File: src/shared/abx_pkg.sv
// abx_pkg: constants and carriers for the add/and/bit-set execute datapath
// assumes a 14-bit instruction word and an 8-bit working register
package abx_pkg;

  localparam int unsigned INSN_W  = 14;
  localparam int unsigned DATA_W  = 8;
  localparam int unsigned FADDR_W = 7;
  localparam int unsigned BADDR_W = 6;
  localparam int unsigned BIDX_W  = 3;

  // opcode patterns, matched on the upper bits of the word
  localparam logic [5:0] OP_ADD_LIT_WORK = 6'h1C; // 01 1100
  localparam logic [5:0] OP_ADD_WORK_FILE = 6'h07; // 00 0111
  localparam logic [5:0] OP_AND_LIT_WORK = 6'h1B; // 01 1011
  localparam logic [5:0] OP_AND_WORK_FILE = 6'h05; // 00 0101
  localparam logic [4:0] OP_CLR_FILE_BIT = 5'h08;  // 01 000
  localparam logic [4:0] OP_SET_FILE_BIT = 5'h09;  // 01 001

  // field positions
  localparam int unsigned OP6_LSB  = 8;
  localparam int unsigned OP5_LSB  = 9;
  localparam int unsigned DEST_BIT = 7;
  localparam int unsigned BIDX_LSB = 6;

  localparam logic       DEST_WORK = 1'b0;
  localparam logic       DEST_FILE = 1'b1;
  localparam int unsigned HALF_W   = 4;

  // reset values
  localparam logic [7:0] WORK_RST = 8'h00;

  typedef enum logic [2:0] {
    ABX_OP_NONE,
    ABX_OP_ADD_LIT,
    ABX_OP_ADD_FILE,
    ABX_OP_AND_LIT,
    ABX_OP_AND_FILE,
    ABX_OP_CLR_BIT,
    ABX_OP_SET_BIT
  } abx_op_t;

  typedef struct packed {
    logic       carry;
    logic       decimal_carry_flag;
    logic       zero;
  } abx_flags_t;

  typedef struct packed {
    logic       wr_en;
    logic [6:0] addr;
    logic [7:0] data;
  } abx_file_wr_t;

  typedef struct packed {
    logic [7:0]   work;
    abx_flags_t   flags;
    abx_file_wr_t file_wr;
    logic         done;
    logic         unknown;
  } abx_state_t;

endpackage

File: src/rtl/abx_execute.sv
// abx_execute: single-cycle execute stage for add, and, bit clear and bit set
// assumes the fetch side presents the word with the file operand already read
//
// Overview of operation
// RQ1: literal add sums the literal and work, writes work, updates carry, decimal carry and zero, in one cycle.
// RQ2: work-and-file add sums work and the file byte, routes it to the destination, updates all three flags, in one cycle.
// RQ3: destination bit 0 writes work and leaves the file alone; 1 writes the addressed file register.
// RQ4: literal and writes the bitwise and of literal and work into work, touching only zero, in one cycle.
// RQ5: work-and-file and routes the bitwise and to the destination, touching only zero, in one cycle.
// RQ6: bit clear forces the indexed bit of the file byte to 0, keeping other bits and all flags, in one cycle.
// RQ7: bit set forces the indexed bit of the file byte to 1, keeping other bits and all flags, in one cycle.
// RQ8: byte operations take a seven-bit file address 00h..7Fh and one destination bit.
// RQ9: bit operations take a six-bit file address 00h..3Fh and a bit index 0..7.
// RQ10: zero means an all-zero result; carry is out of bit 7 and decimal carry out of bit 3 on addition.
// RQ11: sums are cut to eight bits before writing; overflow shows only in carry.
`timescale 1ns/100ps
module abx_execute
  import abx_pkg::*;
(
  input  wire logic              clk,
  input  wire logic              reset_n,
  input  wire logic              insn_valid,
  input  wire logic [INSN_W-1:0] insn,
  input  wire logic [7:0]        file_rd_data,
  output abx_flags_t             flags,
  output logic [7:0]             work,
  output abx_file_wr_t           file_wr,
  output logic [6:0]             file_rd_addr,
  output logic                   done,
  output logic                   unknown_op
);

  abx_state_t s_q;
  abx_state_t s_d;
  logic [6:0] rd_addr_q;
  logic [6:0] rd_addr_d;

  // ----------------------------------------
  // decode
  // ----------------------------------------
  abx_op_t            op;
  logic [DATA_W-1:0]  lit;
  logic [FADDR_W-1:0] faddr;
  logic [BADDR_W-1:0] baddr;
  logic [BIDX_W-1:0]  bidx;
  logic               dest;

  always_comb begin
    lit   = insn[DATA_W-1:0];
    faddr = insn[FADDR_W-1:0];                        // RQ8
    baddr = insn[BADDR_W-1:0];                        // RQ9
    bidx  = insn[BIDX_LSB +: BIDX_W];                 // RQ9
    dest  = insn[DEST_BIT];                           // RQ8
    op    = ABX_OP_NONE;
    if (insn[INSN_W-1:OP6_LSB] == OP_ADD_LIT_WORK) begin
      op = ABX_OP_ADD_LIT;
    end else if (insn[INSN_W-1:OP6_LSB] == OP_ADD_WORK_FILE) begin
      op = ABX_OP_ADD_FILE;
    end else if (insn[INSN_W-1:OP6_LSB] == OP_AND_LIT_WORK) begin
      op = ABX_OP_AND_LIT;
    end else if (insn[INSN_W-1:OP6_LSB] == OP_AND_WORK_FILE) begin
      op = ABX_OP_AND_FILE;
    end else if (insn[INSN_W-1:OP5_LSB] == OP_CLR_FILE_BIT) begin
      op = ABX_OP_CLR_BIT;
    end else if (insn[INSN_W-1:OP5_LSB] == OP_SET_FILE_BIT) begin
      op = ABX_OP_SET_BIT;
    end
  end

  // file operand address for the read port, decoded here and registered onto file_rd_addr
  always_comb begin
    rd_addr_d = faddr;
    if (op == ABX_OP_CLR_BIT || op == ABX_OP_SET_BIT) begin
      rd_addr_d = {1'b0, baddr};                      // RQ9
    end
  end

  // ----------------------------------------
  // arithmetic
  // ----------------------------------------
  logic [DATA_W-1:0] add_b;
  logic [DATA_W:0]   sum;
  logic [HALF_W:0]   half_sum;
  logic [DATA_W-1:0] and_res;
  logic [DATA_W-1:0] bit_mask;

  always_comb begin
    add_b    = (op == ABX_OP_ADD_LIT) ? lit : file_rd_data;
    sum      = {1'b0, s_q.work} + {1'b0, add_b};                       // RQ10
    half_sum = {1'b0, s_q.work[HALF_W-1:0]} + {1'b0, add_b[HALF_W-1:0]}; // RQ10
    and_res  = s_q.work & ((op == ABX_OP_AND_LIT) ? lit : file_rd_data);
    bit_mask = DATA_W'(1) << bidx;
  end

  // ----------------------------------------
  // next state
  // ----------------------------------------
  always_comb begin
    s_d              = s_q;
    s_d.file_wr      = '0;
    s_d.done         = 1'b0;
    s_d.unknown      = 1'b0;
    if (insn_valid) begin
      s_d.done = 1'b1;                                // RQ1 RQ2 RQ4 RQ5 RQ6 RQ7
      unique case (op)
        ABX_OP_ADD_LIT: begin
          s_d.work                     = sum[DATA_W-1:0]; // RQ1 RQ11
          s_d.flags.carry              = sum[DATA_W];     // RQ1
          s_d.flags.decimal_carry_flag = half_sum[HALF_W];
          s_d.flags.zero               = (sum[DATA_W-1:0] == '0); // RQ10
        end
        ABX_OP_ADD_FILE: begin
          s_d.flags.carry              = sum[DATA_W];     // RQ2
          s_d.flags.decimal_carry_flag = half_sum[HALF_W];
          s_d.flags.zero               = (sum[DATA_W-1:0] == '0);
          if (dest == DEST_WORK) begin
            s_d.work = sum[DATA_W-1:0];                   // RQ3 RQ11
          end else begin
            s_d.file_wr = '{wr_en: 1'b1, addr: faddr, data: sum[DATA_W-1:0]}; // RQ3
          end
        end
        ABX_OP_AND_LIT: begin
          s_d.work       = and_res;                       // RQ4
          s_d.flags.zero = (and_res == '0);
        end
        ABX_OP_AND_FILE: begin
          s_d.flags.zero = (and_res == '0);               // RQ5
          if (dest == DEST_WORK) begin
            s_d.work = and_res;                           // RQ3
          end else begin
            s_d.file_wr = '{wr_en: 1'b1, addr: faddr, data: and_res}; // RQ3
          end
        end
        ABX_OP_CLR_BIT: begin
          s_d.file_wr = '{wr_en: 1'b1, addr: {1'b0, baddr}, data: file_rd_data & ~bit_mask}; // RQ6
        end
        ABX_OP_SET_BIT: begin
          s_d.file_wr = '{wr_en: 1'b1, addr: {1'b0, baddr}, data: file_rd_data | bit_mask}; // RQ7
        end
        ABX_OP_NONE: begin
          s_d.done    = 1'b0;
          s_d.unknown = 1'b1;
        end
      endcase
    end
  end

  // ----------------------------------------
  // registers
  // ----------------------------------------
  always_ff @(posedge clk or negedge reset_n) begin
    if (!reset_n) begin
      s_q       <= '{work: WORK_RST, flags: '0, file_wr: '0, done: 1'b0, unknown: 1'b0};
      rd_addr_q <= '0;
    end else begin
      s_q       <= s_d;
      rd_addr_q <= rd_addr_d;
    end
  end

  assign work         = s_q.work;
  assign flags        = s_q.flags;
  assign file_wr      = s_q.file_wr;
  assign done         = s_q.done;
  assign unknown_op   = s_q.unknown;
  assign file_rd_addr = rd_addr_q;

endmodule

File: config.mk
export PLATFORM = sky130hd
export DESIGN_NAME = abx_execute
export DESIGN_NICKNAME = d
export VERILOG_FILES = /design/src/shared/abx_pkg.sv /design/src/rtl/abx_execute.sv
export SDC_FILE = /design/constraint.sdc
export NUM_CORES = 1
export LEC_CHECK = 0
export BUFFER_PORTS_ARGS = -buffer_cell sky130_fd_sc_hd__buf_2
export CORE_MARGIN = 10
export CORE_UTILIZATION = 40
export DETAILED_ROUTE_END_ITERATION = 16
export PLACE_DENSITY_LB_ADDON = 0.08
export SETUP_SLACK_MARGIN = 0.1
export SLEW_MARGIN = 15
export SYNTH_ARGS = -nofsm -noshare
export SYNTH_HDL_FRONTEND = slang
export SYNTH_SLANG_ARGS = --single-unit
File: constraint.sdc
create_clock -name clk -period 5.15 [get_ports clk]
set_input_delay 0.515 -clock clk [delete_from_list [all_inputs] [get_ports clk]]
set_output_delay 0.515 -clock clk [all_outputs]
set_load 0.02 [all_outputs]
## After elaboration in Yosys (flattened, before gate mapping)

Index checks and enable logic that the tools add are counted.
Widths: inputs -> output; s select.

- Register bits: 36
- Input bits: 25
- Output and inout bits: 36

- Add/subtract/negate cells: 2
- Equal/unequal tests: 14
- Shifts and indexed selects: 1
- Multiplexer cells: 18
- Bitwise operators: 4
- Reduce and logical (&&, ||, !) cells: 11

Operator list:

| operator | number |
|---|---|
| $pmux 16 s4 | 1 |
| $mux 16 | 2 |
| $mux 8 | 4 |
| $pmux 8 s4 | 1 |
| $mux 18 | 1 |
| $mux 3 | 6 |
| $and 8x8->8 | 2 |
| $logic_not 8->1 | 2 |
| $eq 6x3->1 const B | 2 |
| $eq 6x5->1 const B | 2 |
| $eq 5x4->1 const B | 2 |
| $add 8x8->9 | 1 |
| $eq 3x3->1 const B | 3 |
| $not 8->8 | 1 |
| $or 8x8->8 | 1 |
| $shl 1x3->8 const A | 1 |
| $mux 7 | 1 |
| $eq 3x2->1 const B | 2 |
| $add 4x4->5 | 1 |
| $ne 2x2->1 const B | 2 |
| $reduce_and 2->1 | 2 |
| $reduce_and 4->1 | 1 |
| $reduce_bool 4->1 | 1 |
| $reduce_or 2->1 | 2 |
| other kinds (6) | 6 |

## Logic depth before layout (Yosys ltp)

Gate-level depths: netlist of the first run.

- Depth in word-level cells: 13
- Depth in mapped cells: 13
- Depth with buffers taken out: 12

## Worst setup path before layout of the first run

No wires, ideal clock.

- Path kind: input-to-reg
- Start: input port insn[12]
- End: register s_q (netlist bit flags[0])
- Arrival time: 2.948 ns
- Setup slack: 2.081 ns
- Stages: 10
- Path buffers: 1
- Cell sequence: and3b_1 buf_2 nand3_1 mux2_2 ha_1 a211o_1 a211o_1 a211oi_1 nor4_1 a41o_1

- Longest elaborated chain between the ends: 12
- Elaborated cells between the ends (all ways): 27

RTL lines:

| element | line | source |
|---|---|---|
| start, declared | abx_execute.sv:23 | `input wire logic [INSN_W-1:0] insn,` |
| $eq 5x4->1 | abx_execute.sv:65 | `end else if (insn[INSN_W-1:OP5_LSB] == OP_SET_FILE_BIT) begin` |
| $mux 3 | abx_execute.sv:65 |  |
| $mux 3 | abx_execute.sv:63 | `end else if (insn[INSN_W-1:OP5_LSB] == OP_CLR_FILE_BIT) begin` |
| $mux 3 | abx_execute.sv:61 | `end else if (insn[INSN_W-1:OP6_LSB] == OP_AND_WORK_FILE) begin` |
| $mux 3 | abx_execute.sv:59 | `end else if (insn[INSN_W-1:OP6_LSB] == OP_AND_LIT_WORK) begin` |
| $mux 3 | abx_execute.sv:57 | `end else if (insn[INSN_W-1:OP6_LSB] == OP_ADD_WORK_FILE) begin` |
| $mux 3 (*) | abx_execute.sv:55 | `if (insn[INSN_W-1:OP6_LSB] == OP_ADD_LIT_WORK) begin` |
| $eq 3x1->1 / $eq 3x2->1 (equally long branches) | abx_execute.sv:88, abx_execute.sv:105, abx_execute.sv:91 |  |
| $mux 8, on equally long branches | abx_execute.sv:88, abx_execute.sv:91 |  |
| $add 8x8->9 / $and 8x8->8 (equally long branches) | abx_execute.sv:89, abx_execute.sv:91 |  |
| $logic_not 8->1, on equally long branches | - |  |
| $pmux 1 s2 | abx_execute.sv:105 | `unique case (op)` |
| end signal, assigned | abx_execute.sv:153 | `s_q <= '{work: WORK_RST, flags: '0, file_wr: '0, done: 1'b0, unknown: 1'b0};` |
| end, declared | abx_execute.sv:33 | `abx_state_t s_q;` |

Every way passes the cells marked *; elsewhere a longest branch is shown, timed or not.
A chain may end at the register's enable or synchronous reset.

==> flow_metrics.py, run 1 <==
metrics = {
    "finish": {
        "diodes": 0,
        "fillers": 581,
        "nets": 336,
        "drive_above_1_share_pct": 27.1,
        "syn_to_final_growth_pct": 18.8,
        "regArea_um2": 901,
        "multi_input_area_um2": 1370,
    },
    "yosys": {
        "synth_top_area_cell": "dfrtp_1",
        "avgSynthCellArea_um2": 9.51,
        "synth_most_common_cell": "dfrtp_1",
        "netlist.area_leader.share_pct": 38.3,
        "netlist_area_um2": 2350,
        "synthTopCellsByArea": "dfrtp_1 38%, mux2i_1 9.4%, mux2_2 5.3%, ha_1 4.3%, nand2_1 3.8%",
        "ys_warn_count": 0,
        "yosysSeqAreaShare_pct": 38.3,
        "synthTopCellsByCount": "36 x dfrtp_1, 24 x nand2_1, 22 x mux2i_1",
        "synth_edf_count": 0,
        "synth_cells": 247,
        "synth_cell_types": 51,
        "synth-main-ff-cell": "dfrtp_1",
        "synth_seq_cells": 36,
        "syn_nets": 281,
        "ys_async_sr_fraction_pct": 100,
    },
    "outcome": {
        "outcome": "complete, no violations",
    },
    "timing": {
        "fin_skew_ns": 0.0135,
        "hold_slack_ns": 0.312,
        "rsz0062_at_grt": "no",
        "period_share_pct": 65.2,
        "setup_tns_ns": 0,
        "max-slew-margin-rel_pct": 45.3,
        "timing.fmax_ghz": 0.298,
        "setup_viol": 0,
        "drv_slew": 0,
        "hold_viol_final": 0,
        "period_minus_slack_ns": 3.36,
        "tightest_slew_ns": 0.821,
    },
    "critical_path": {
        "cp-end-kind": "flop",
        "cp_cell_sequence": "buf_2 -> nor2_1 -> nand3_1 -> mux2_2 -> ha_1 -> a211o_1 -> a211o_1 -> a211oi_1 -> mux2i_1 -> o22a_1 -> nor2_1",
        "start_kind": "input pin",
        "cp_num_buf_inv": 1,
        "slowest_stage": "buf_2",
        "crit_type": "in -> reg",
        "cpPeakStageDelay_ns": 0.42,
        "arrival_ns": 3.57,
        "path_max_fanout": 27,
        "required_ns": 5.37,
        "cp_top_family": "compound AO/OA/AOI/OAI gates",
    },
    "cts": {
        "cts_buffers": 5,
        "clkLatencyLatePin_ns": 0.30,
        "cts.hold.buffers_added": 0,
        "clk_path_buf_depth": 2,
        "htreeDepth": 2,
        "cts_resized": 0,
        "cts_tree": "done",
        "cts-root-buf": "clkbuf_8",
        "post_cts.repair.setup_buffers": 0,
        "clk_pin_slew_worst_paths_ns": 0.08,
        "cts.sinks": 36,
    },
    "route": {
        "wirelength_um": 6560,
        "first_iter_violations": 153,
        "num_vias": 2021,
        "post_drt_wl_per_cell_um": 17.5,
        "drcViolationCount": 0,
        "via_per_inst": 5.39,
        "dr.pass1.iters": 4,
        "ant_nets": 0,
    },
    "global_routing": {
        "track_usage_pct": 13.9,
        "grt_max_degree": 37,
        "grt_pass1_wl_um": 10900,
        "grt_pass1_vias": 2068,
        "antenna_found_initial": 0,
        "grt.overflow.total": 0,
    },
    "die": {
        "core-area_um2": 5610,
        "rows": 27,
        "die_w_um": 96.6,
        "dieArea_um2": 9340,
        "die_y_um": 96.6,
        "ios": 61,
        "start_util_pct": 41.9,
    },
    "power": {
        "total_power_mw": 1.15,
        "vdd_ir_drop_max_mv": 0.282,
        "p_leak_nw": 1.33,
        "p_per_area_nw_per_um2": 412,
    },
    "placed_design": {
        "io_buffers": 60,
        "post-dp-hpwl_um": 5080,
        "routabilityCongestion": 0.843,
    },
    "run": {
        "max_cap_violations": 0,
    },
    "worst_hold_path": {
        "hold_class": "in -> async",
    },
}
[power by group]
part | switching, mW | internal [mW]
clock network | 0.105 | 0.144
logic | 0.314 | 0.214
registers | 0.0487 | 0.323
[routing by layer]
layer | global-route usage [%] | share of wire (%) | routed length [µm]
met5 | 0 | 0 | 0
met4 | 3.83 | 1.3 | 85
met3 | 3.55 | 6.6 | 434
met2 | 20.8 | 44 | 2900
met1 | 19.3 | 48 | 3150
[final timing paths]
kind | cells after the start | slack [ns] | start | to
worst max-delay path | 11 | 1.79 | insn[9] | file_wr[5]$_DFF_PN0_
max in group asynchronous | 1 | 4.31 | reset_n | file_rd_addr[2]$_DFF_PN0_
worst max register to register | 7 | 2.84 | work[1]$_DFFE_PN0P_ | file_wr[5]$_DFF_PN0_
worst min register to register | 2 | 0.56 | flags[1]$_DFFE_PN0P_ | flags[1]$_DFFE_PN0P_
min in group clk | 1 | 0.37 | insn[1] | file_rd_addr[1]$_DFF_PN0_
worst min-delay path | 1 | 0.31 | reset_n | work[4]$_DFFE_PN0P_
[layout make-up]
cell class	count	share of cell area, %
timing repair buffer	60	10.8
sequential	36	32.3
clock inverter	2	1.26
multi-input combinational	192	48.9
tap	72	3.23
inverter	7	0.941
clock buffer	6	2.60
[stage by stage]
step / cell area [µm²] / utilization (%) / std cells / worst slack, ns
finish: 2790 / 49.8 / 375 / 1.79
global route: 2790 / 49.8 / 375 / 1.59
CTS: 2790 / 49.8 / 375 / 1.86
detailed placement: 2680 / 47.9 / 367 / 1.55
global placement: 2680 / 47.9 / 367 / 1.59
floorplan: 2350 / - / 247 / 2.08
[state kept, by name, summed over array words and instances, names as in the netlist]
signal        count
flags             3
work              8
file_wr          16
file_rd_addr      7
done              1
unknown_op        1
[cell usage in the layout, fill, tap and decap left out, drive strengths merged, types with 3 or more instances in the layout]
| master | netlist | final |
|---|---|---|
| nor3 | 5 | 5 |
| dfrtp | 36 | 36 |
| o21ai | 14 | 14 |
| a31oi | 4 | 4 |
| o22a | 5 | 5 |
| ha | 8 | 8 |
| and3 | 3 | 3 |
| a21boi | 4 | 4 |
| and2 | 10 | 10 |
| clkbuf | 7 | 6 |
| nand2 | 24 | 24 |
| buf | 5 | 60 |
| inv | 7 | 7 |
| nor2 | 19 | 19 |
| nor2b | 4 | 4 |
| mux2i | 22 | 22 |
| nor3b | 4 | 4 |
| a211oi | 3 | 3 |
| a21oi | 9 | 9 |
| nand3b | 3 | 3 |
| mux2 | 13 | 13 |
| o21a | 3 | 3 |
| nand3 | 7 | 7 |
[kinds of logic after synthesis]
kind of cell / count (synthesis) / synth area share (%)
flops: 36 / 38.3
fa+ha+maj: 9 / 5.11
buf+inv: 19 / 3.51
simple gates: 92 / 20.8
compound gates: 54 / 15.7
mux: 35 / 15.8
xor+xnor: 2 / 0.746
Note: power is estimated with default switching activity, not from simulation.
==> inputs of run 2 (changes only) <==
Settings changed: ABC_AREA set to 1.
Clock period 5.15 ns to 3.4 ns, I/O delays scaled along.
==> run 2 against run 1 <==
Clock skew decreased by 0.0057 ns. Area after synthesis is 0.53% lower. Cell count is 21% higher. Critical path type unchanged. Largest power group unchanged. Highest routed layer unchanged.
==> flow_metrics.py, run 2 <==
metrics = {
    "yosys": {
        "synth-main-ff-cell": "dfrtp_1",
        "synth_seq_cells": 36,
        "ys_warn_count": 0,
        "syn_nets": 350,
        "synth_cells": 316,
        "synthTopCellsByArea": "dfrtp_1 39%, nand2_1 11%, inv_1 6.6%, nand3_1 6.4%, nor2_1 5.0%",
        "avgSynthCellArea_um2": 7.40,
        "netlist_area_um2": 2340,
        "synth_edf_count": 0,
        "netlist.area_leader.share_pct": 38.5,
        "ys_async_sr_fraction_pct": 100,
        "synth_cell_types": 35,
        "synth_top_area_cell": "dfrtp_1",
        "synth_most_common_cell": "nand2_1",
        "synthTopCellsByCount": "70 x nand2_1, 41 x inv_1, 36 x dfrtp_1",
        "yosysSeqAreaShare_pct": 38.5,
    },
    "timing": {
        "rsz0062_at_grt": "no",
        "setup_tns_ns": 0,
        "tightest_slew_ns": 0.802,
        "max-slew-margin-rel_pct": 46.5,
        "fin_skew_ns": 0.00778,
        "period_share_pct": 82.0,
        "period_minus_slack_ns": 2.79,
        "timing.fmax_ghz": 0.359,
        "setup_viol": 0,
        "hold_viol_final": 0,
        "drv_slew": 0,
    },
    "placed_design": {
        "post-dp-hpwl_um": 5730,
        "placed_area_um2": 2690,
        "routabilityCongestion": 0.948,
        "io_buffers": 60,
    },
    "finish": {
        "layout_common_cells": "70 x nand2_1, 60 x buf_2, 41 x inv_1",
        "syn_to_final_growth_pct": 20.0,
        "layout_commonest_cell": "nand2_1",
        "nets": 413,
        "largest_reg_flops": 16,
        "fin_area_um2": 2810,
        "drive_above_1_share_pct": 25.0,
        "diodes": 0,
    },
    "global_routing": {
        "grt_max_degree": 37,
        "grt_pass1_wl_um": 11300,
        "antenna_found_initial": 0,
        "grt.overflow.total": 0,
        "grt_pass1_vias": 2191,
        "track_usage_pct": 15.7,
    },
    "cts": {
        "cts.hold.buffers_added": 0,
        "cts_buffers": 5,
        "clk_pin_slew_worst_paths_ns": 0.08,
        "cts_tree": "done",
        "cts-root-buf": "clkbuf_8",
        "cts_resized": 0,
        "clk_path_buf_depth": 2,
        "cts.sinks": 36,
        "clkLatencyLatePin_ns": 0.30,
        "post_cts.repair.setup_buffers": 0,
        "htreeDepth": 2,
    },
    "route": {
        "num_vias": 2335,
        "first_iter_violations": 195,
        "post_drt_wl_per_cell_um": 16.0,
        "dr.pass1.iters": 5,
        "wirelength_um": 7240,
        "ant_nets": 0,
        "via_per_inst": 5.17,
        "drcViolationCount": 0,
    },
    "run": {
        "max_cap_violations": 0,
    },
    "die": {
        "core-area_um2": 5570,
        "ios": 61,
        "die_w_um": 96.4,
        "rows": 27,
        "dieArea_um2": 9300,
        "start_util_pct": 41.9,
        "die_y_um": 96.4,
    },
    "critical_path": {
        "cp-end-kind": "flop",
        "reg2reg_depth": 14,
        "crit_type": "in -> reg",
        "arrival_ns": 3.03,
        "path_max_fanout": 18,
        "start_kind": "input pin",
        "required_ns": 3.64,
    },
    "power": {
        "p_leak_nw": 1.59,
        "p_per_area_nw_per_um2": 602,
        "vdd_ir_drop_max_mv": 0.308,
    },
    "worst_hold_path": {
        "hold_class": "in -> async",
    },
    "outcome": {
        "outcome": "complete, no violations",
    },
}
## run 2: cell count changes after synthesis, sizes merged, moves of 5 or more
cell | previous run | this run
nand2 | 24 | 72
inv | 7 | 47
nand3 | 7 | 34
mux2i | 22 | 0
nor2 | 19 | 38
mux2 | 13 | 1
o21ai | 14 | 26
and2 | 10 | 0
a21oi | 9 | 16
clkbuf | 7 | 1
nand4 | 0 | 5
o22a | 5 | 0
## run 2: area by class of cell
| class | instances | area [µm²] |
|---|---|---|
| multi-input combinational | 227 | 1220 |
| fill | 583 | 2770 |
| sequential | 36 | 901 |
| clock inverter | 3 | 42.5 |
| tap | 72 | 90.1 |
| clock buffer | 5 | 68.8 |
| inverter | 49 | 184 |
| timing repair buffer | 60 | 300 |
## run 2: metrics by stage
step	setup slack, ns	instances	power, mW	hold slack (ns)	util [%]
floorplan	0.881	316	1.07	0.0444	-
CTS	0.660	452	1.70	0.161	50.3
finish	0.612	452	1.69	0.124	50.3
global route	0.338	452	1.81	0.160	50.3
global placement	0.525	444	1.30	0.464	48.3
detailed placement	0.395	444	1.31	0.473	48.3
## run 2: path summary, 6_finish.rpt
kind | startpoint | endpoint | slack [ns]
worst max-delay path | insn[12] | flags[0]$_DFFE_PN0P_ | 0.61
max in group asynchronous | reset_n | work[6]$_DFFE_PN0P_ | 2.76
worst min-delay path | reset_n | file_wr[15]$_DFF_PN0_ | 0.12
min in group clk | insn[3] | file_rd_addr[3]$_DFF_PN0_ | 0.16
worst max register to register | work[0]$_DFFE_PN0P_ | flags[0]$_DFFE_PN0P_ | 1.29
worst min register to register | flags[2]$_DFFE_PN0P_ | flags[2]$_DFFE_PN0P_ | 0.49
## run 2: cell families (layout without fill, tap and decap cells)
| kind of cell | after synthesis | in the layout | synth area share, % |
|---|---|---|---|
| compound gates | 57 | 57 | 13.9 |
| xor+xnor | 1 | 1 | 0.375 |
| fa+ha+maj | 9 | 9 | 5.14 |
| buf+inv | 53 | 117 | 9.31 |
| flops | 36 | 36 | 38.5 |
| mux | 1 | 1 | 0.482 |
| simple gates | 159 | 159 | 32.2 |
## run 2: routing by layer
metal  share of wire, %  wire length [µm]  GRT usage, %  vias to the layer above
li1                   -                 -             -                     1164
met1                 45              3230          20.1                     1080
met2                 46              3360          25.5                       78
met3                6.9               496          3.32                       13
met4                2.0               148          5.69                        0
met5                  0                 0             0                        -
## run 2: critical path: stages
cell	delay, ns
buf_2	0.09
inv_1	0.08
nor2_8	0.19
nand4_2	0.36
o21ai_0	0.30
ha_1	0.27
inv_1	0.07
fa_1	0.40
inv_1	0.10
nand3_1	0.09
nand2_1	0.10
nand2_1	0.07
nand2_1	0.09
nand3_1	0.08
nor2_1	0.12
nand3_1	0.08
nand3_1	0.09
nand2_1	0.06
inv_1	0.05
## run 2: power breakdown
| part | internal [mW] | switching, mW |
|---|---|---|
| clock network | 0.217 | 0.169 |
| registers | 0.491 | 0.0633 |
| logic | 0.260 | 0.488 |
==> inputs of run 3 (changes only) <==
Clock period 3.4 ns to 2.35 ns, I/O delays scaled along.
==> run 3 against run 2 <==
Sequential power grew 44%. Clock skew decreased by 0.0017 ns. Highest routed layer unchanged. Register-to-register slack worse by 0.91 ns. First-iteration DRC count shrank 6.2%. Power is 47% higher. Sequential cell count is the same. Die area unchanged. Cell area is 5.5% higher. Clock power is 23% higher. Cell count increased by 3.8%. Combinational power is 63% higher.
==> flow_metrics.py, run 3 (synthesis gave the netlist of run 2 again) <==
metrics = {
    "worst_hold_path": {
        "hold_class": "in -> async",
    },
    "finish": {
        "nets": 431,
        "diodes": 0,
        "layout_common_cells": "69 x nand2_1, 60 x buf_2, 41 x inv_1",
        "fillers": 584,
        "largest_reg_flops": 16,
        "regArea_um2": 901,
        "multi_input_area_um2": 1250,
        "layout_commonest_cell": "nand2_1",
        "drive_above_1_share_pct": 30.0,
        "syn_to_final_growth_pct": 26.7,
    },
    "route": {
        "ant_nets": 0,
        "wirelength_um": 7160,
        "dr.pass1.iters": 4,
        "via_per_inst": 5.07,
        "first_iter_violations": 183,
        "post_drt_wl_per_cell_um": 15.3,
        "drcViolationCount": 0,
        "num_vias": 2379,
    },
    "cts": {
        "cts_buffers": 5,
        "htreeDepth": 2,
        "clk_pin_slew_worst_paths_ns": 0.07,
        "cts.sinks": 36,
        "cts-root-buf": "clkbuf_8",
        "clk_path_buf_depth": 2,
        "clkLatencyLatePin_ns": 0.29,
        "cts_tree": "done",
    },
    "die": {
        "rows": 27,
        "ios": 61,
        "die_y_um": 96.4,
        "die_w_um": 96.4,
        "dieArea_um2": 9300,
        "start_util_pct": 41.9,
        "core-area_um2": 5570,
    },
    "timing": {
        "timing.fmax_ghz": 0.483,
        "tightest_slew_ns": 0.809,
        "rsz0062_at_grt": "no",
        "period_share_pct": 88.1,
        "max-slew-margin-rel_pct": 46.0,
        "setup_tns_ns": 0,
        "fin_skew_ns": 0.00603,
        "setup_viol": 0,
        "hold_viol_final": 0,
        "hold_slack_ns": 0.0358,
        "drv_slew": 0,
        "period_minus_slack_ns": 2.07,
    },
    "critical_path": {
        "worst_path_most_repeated_cell": "inv_1",
        "crit_type": "in -> reg",
        "arrival_ns": 2.30,
        "cp_num_buf_inv": 5,
        "r2r-start": "work[0]$_DFFE_PN0P_",
        "cp_cell_sequence": "buf_2 -> inv_1 -> nor2_8 -> nand4_4 -> o21ai_2 -> ha_2 -> inv_1 -> fa_2 -> inv_1 -> nor3_2 -> nand3_1 -> nor2_1 -> nand3_1 -> nand3_1 -> nand2_1 -> inv_1",
        "required_ns": 2.58,
        "timing.rr.end": "flags[0]$_DFFE_PN0P_",
        "r2r_slack_ns": 0.38,
        "cpPeakStageDelay_ns": 0.54,
        "slowest_stage": "fa_2",
        "start_kind": "input pin",
        "path_max_fanout": 6,
        "reg2reg_depth": 11,
        "cp_top_family": "simple AND/OR/NAND/NOR gates",
        "cp-end-kind": "flop",
    },
    "global_routing": {
        "grt.overflow.total": 0,
        "antenna_found_initial": 0,
        "grt_pass1_vias": 2406,
        "grt_max_degree": 37,
        "track_usage_pct": 16.1,
        "grt_pass1_wl_um": 11800,
    },
    "run": {
        "max_cap_violations": 0,
    },
    "outcome": {
        "outcome": "complete, no violations",
    },
    "placed_design": {
        "routabilityCongestion": 0.895,
        "post-dp-hpwl_um": 5720,
        "io_buffers": 60,
    },
    "power": {
        "vdd_ir_drop_max_mv": 0.426,
        "p_per_area_nw_per_um2": 841,
        "p_leak_nw": 1.67,
    },
}
==> run 3: worst reg2reg max path, delay by kind of cell, from the launching register on <==
kind          cells  cell delay, ns
fa+ha+maj         2            0.74
simple gates      6            0.63
flops             1            0.41
buf+inv           3            0.15
==> run 3: how the worst max path moves through the flow <==
stage                  start  slack, ns                    to  cells after the start
floorplan           insn[12]       0.01  flags[0]$_DFFE_PN0P_                     16
global placement     insn[9]      -0.14  file_wr[7]$_DFF_PN0_                     14
detailed placement   insn[9]      -0.15  flags[0]$_DFFE_PN0P_                     14
CTS                  insn[9]       0.13  flags[0]$_DFFE_PN0P_                     14
global route        insn[12]       0.09  flags[0]$_DFFE_PN0P_                     16
finish              insn[12]       0.28  flags[0]$_DFFE_PN0P_                     16
==> run 3: where the power goes <==
part | leakage [nW] | total [mW] | internal (mW) | switching, mW
clock | 0.0503 | 0.475 | 0.261 | 0.213
sequential | 0.469 | 0.798 | 0.712 | 0.0863
combinational | 1.15 | 1.22 | 0.481 | 0.737
==> run 3: layout make-up <==
type / count / area share (%)
multi-input combinational: 227 / 42.2
sequential: 36 / 30.4
timing repair buffer: 78 / 14.8
inverter: 49 / 6.21
clock buffer: 7 / 3.25
tap: 72 / 3.04
==> run 3: metrics by stage <==
| step | power (mW) | worst slack, ns | utilization, % | cells | cell area (µm²) |
|---|---|---|---|---|---|
| 2_1_floorplan | 1.56 | 0.0112 | - | 316 | 2360 |
| 3_3_place_gp | 1.99 | -0.140 | 50.9 | 461 | 2840 |
| 3_5_place_dp | 2.00 | -0.147 | 50.9 | 461 | 2840 |
| 4_1_cts | 2.48 | 0.129 | 52.7 | 468 | 2940 |
| 5_1_grt | 2.70 | 0.0931 | 53.1 | 469 | 2960 |
| 6_report | 2.49 | 0.280 | 53.1 | 469 | 2960 |
==> run 3: what timing repair did <==
item,in CTS,in global routing
gates resized for setup,0,9
buffers inserted,0,1
endpoints found under the setup margin,0,8
hold buffers,0,0
==> run 3: per-layer routing <==
layer	vias to the layer above	routed length [µm]	track usage [%]
li1	1200	-	-
met1	1088	2930	19.5
met2	83	3500	28.3
met3	8	642	3.70
met4	0	91	3.75
met5	-	0	0
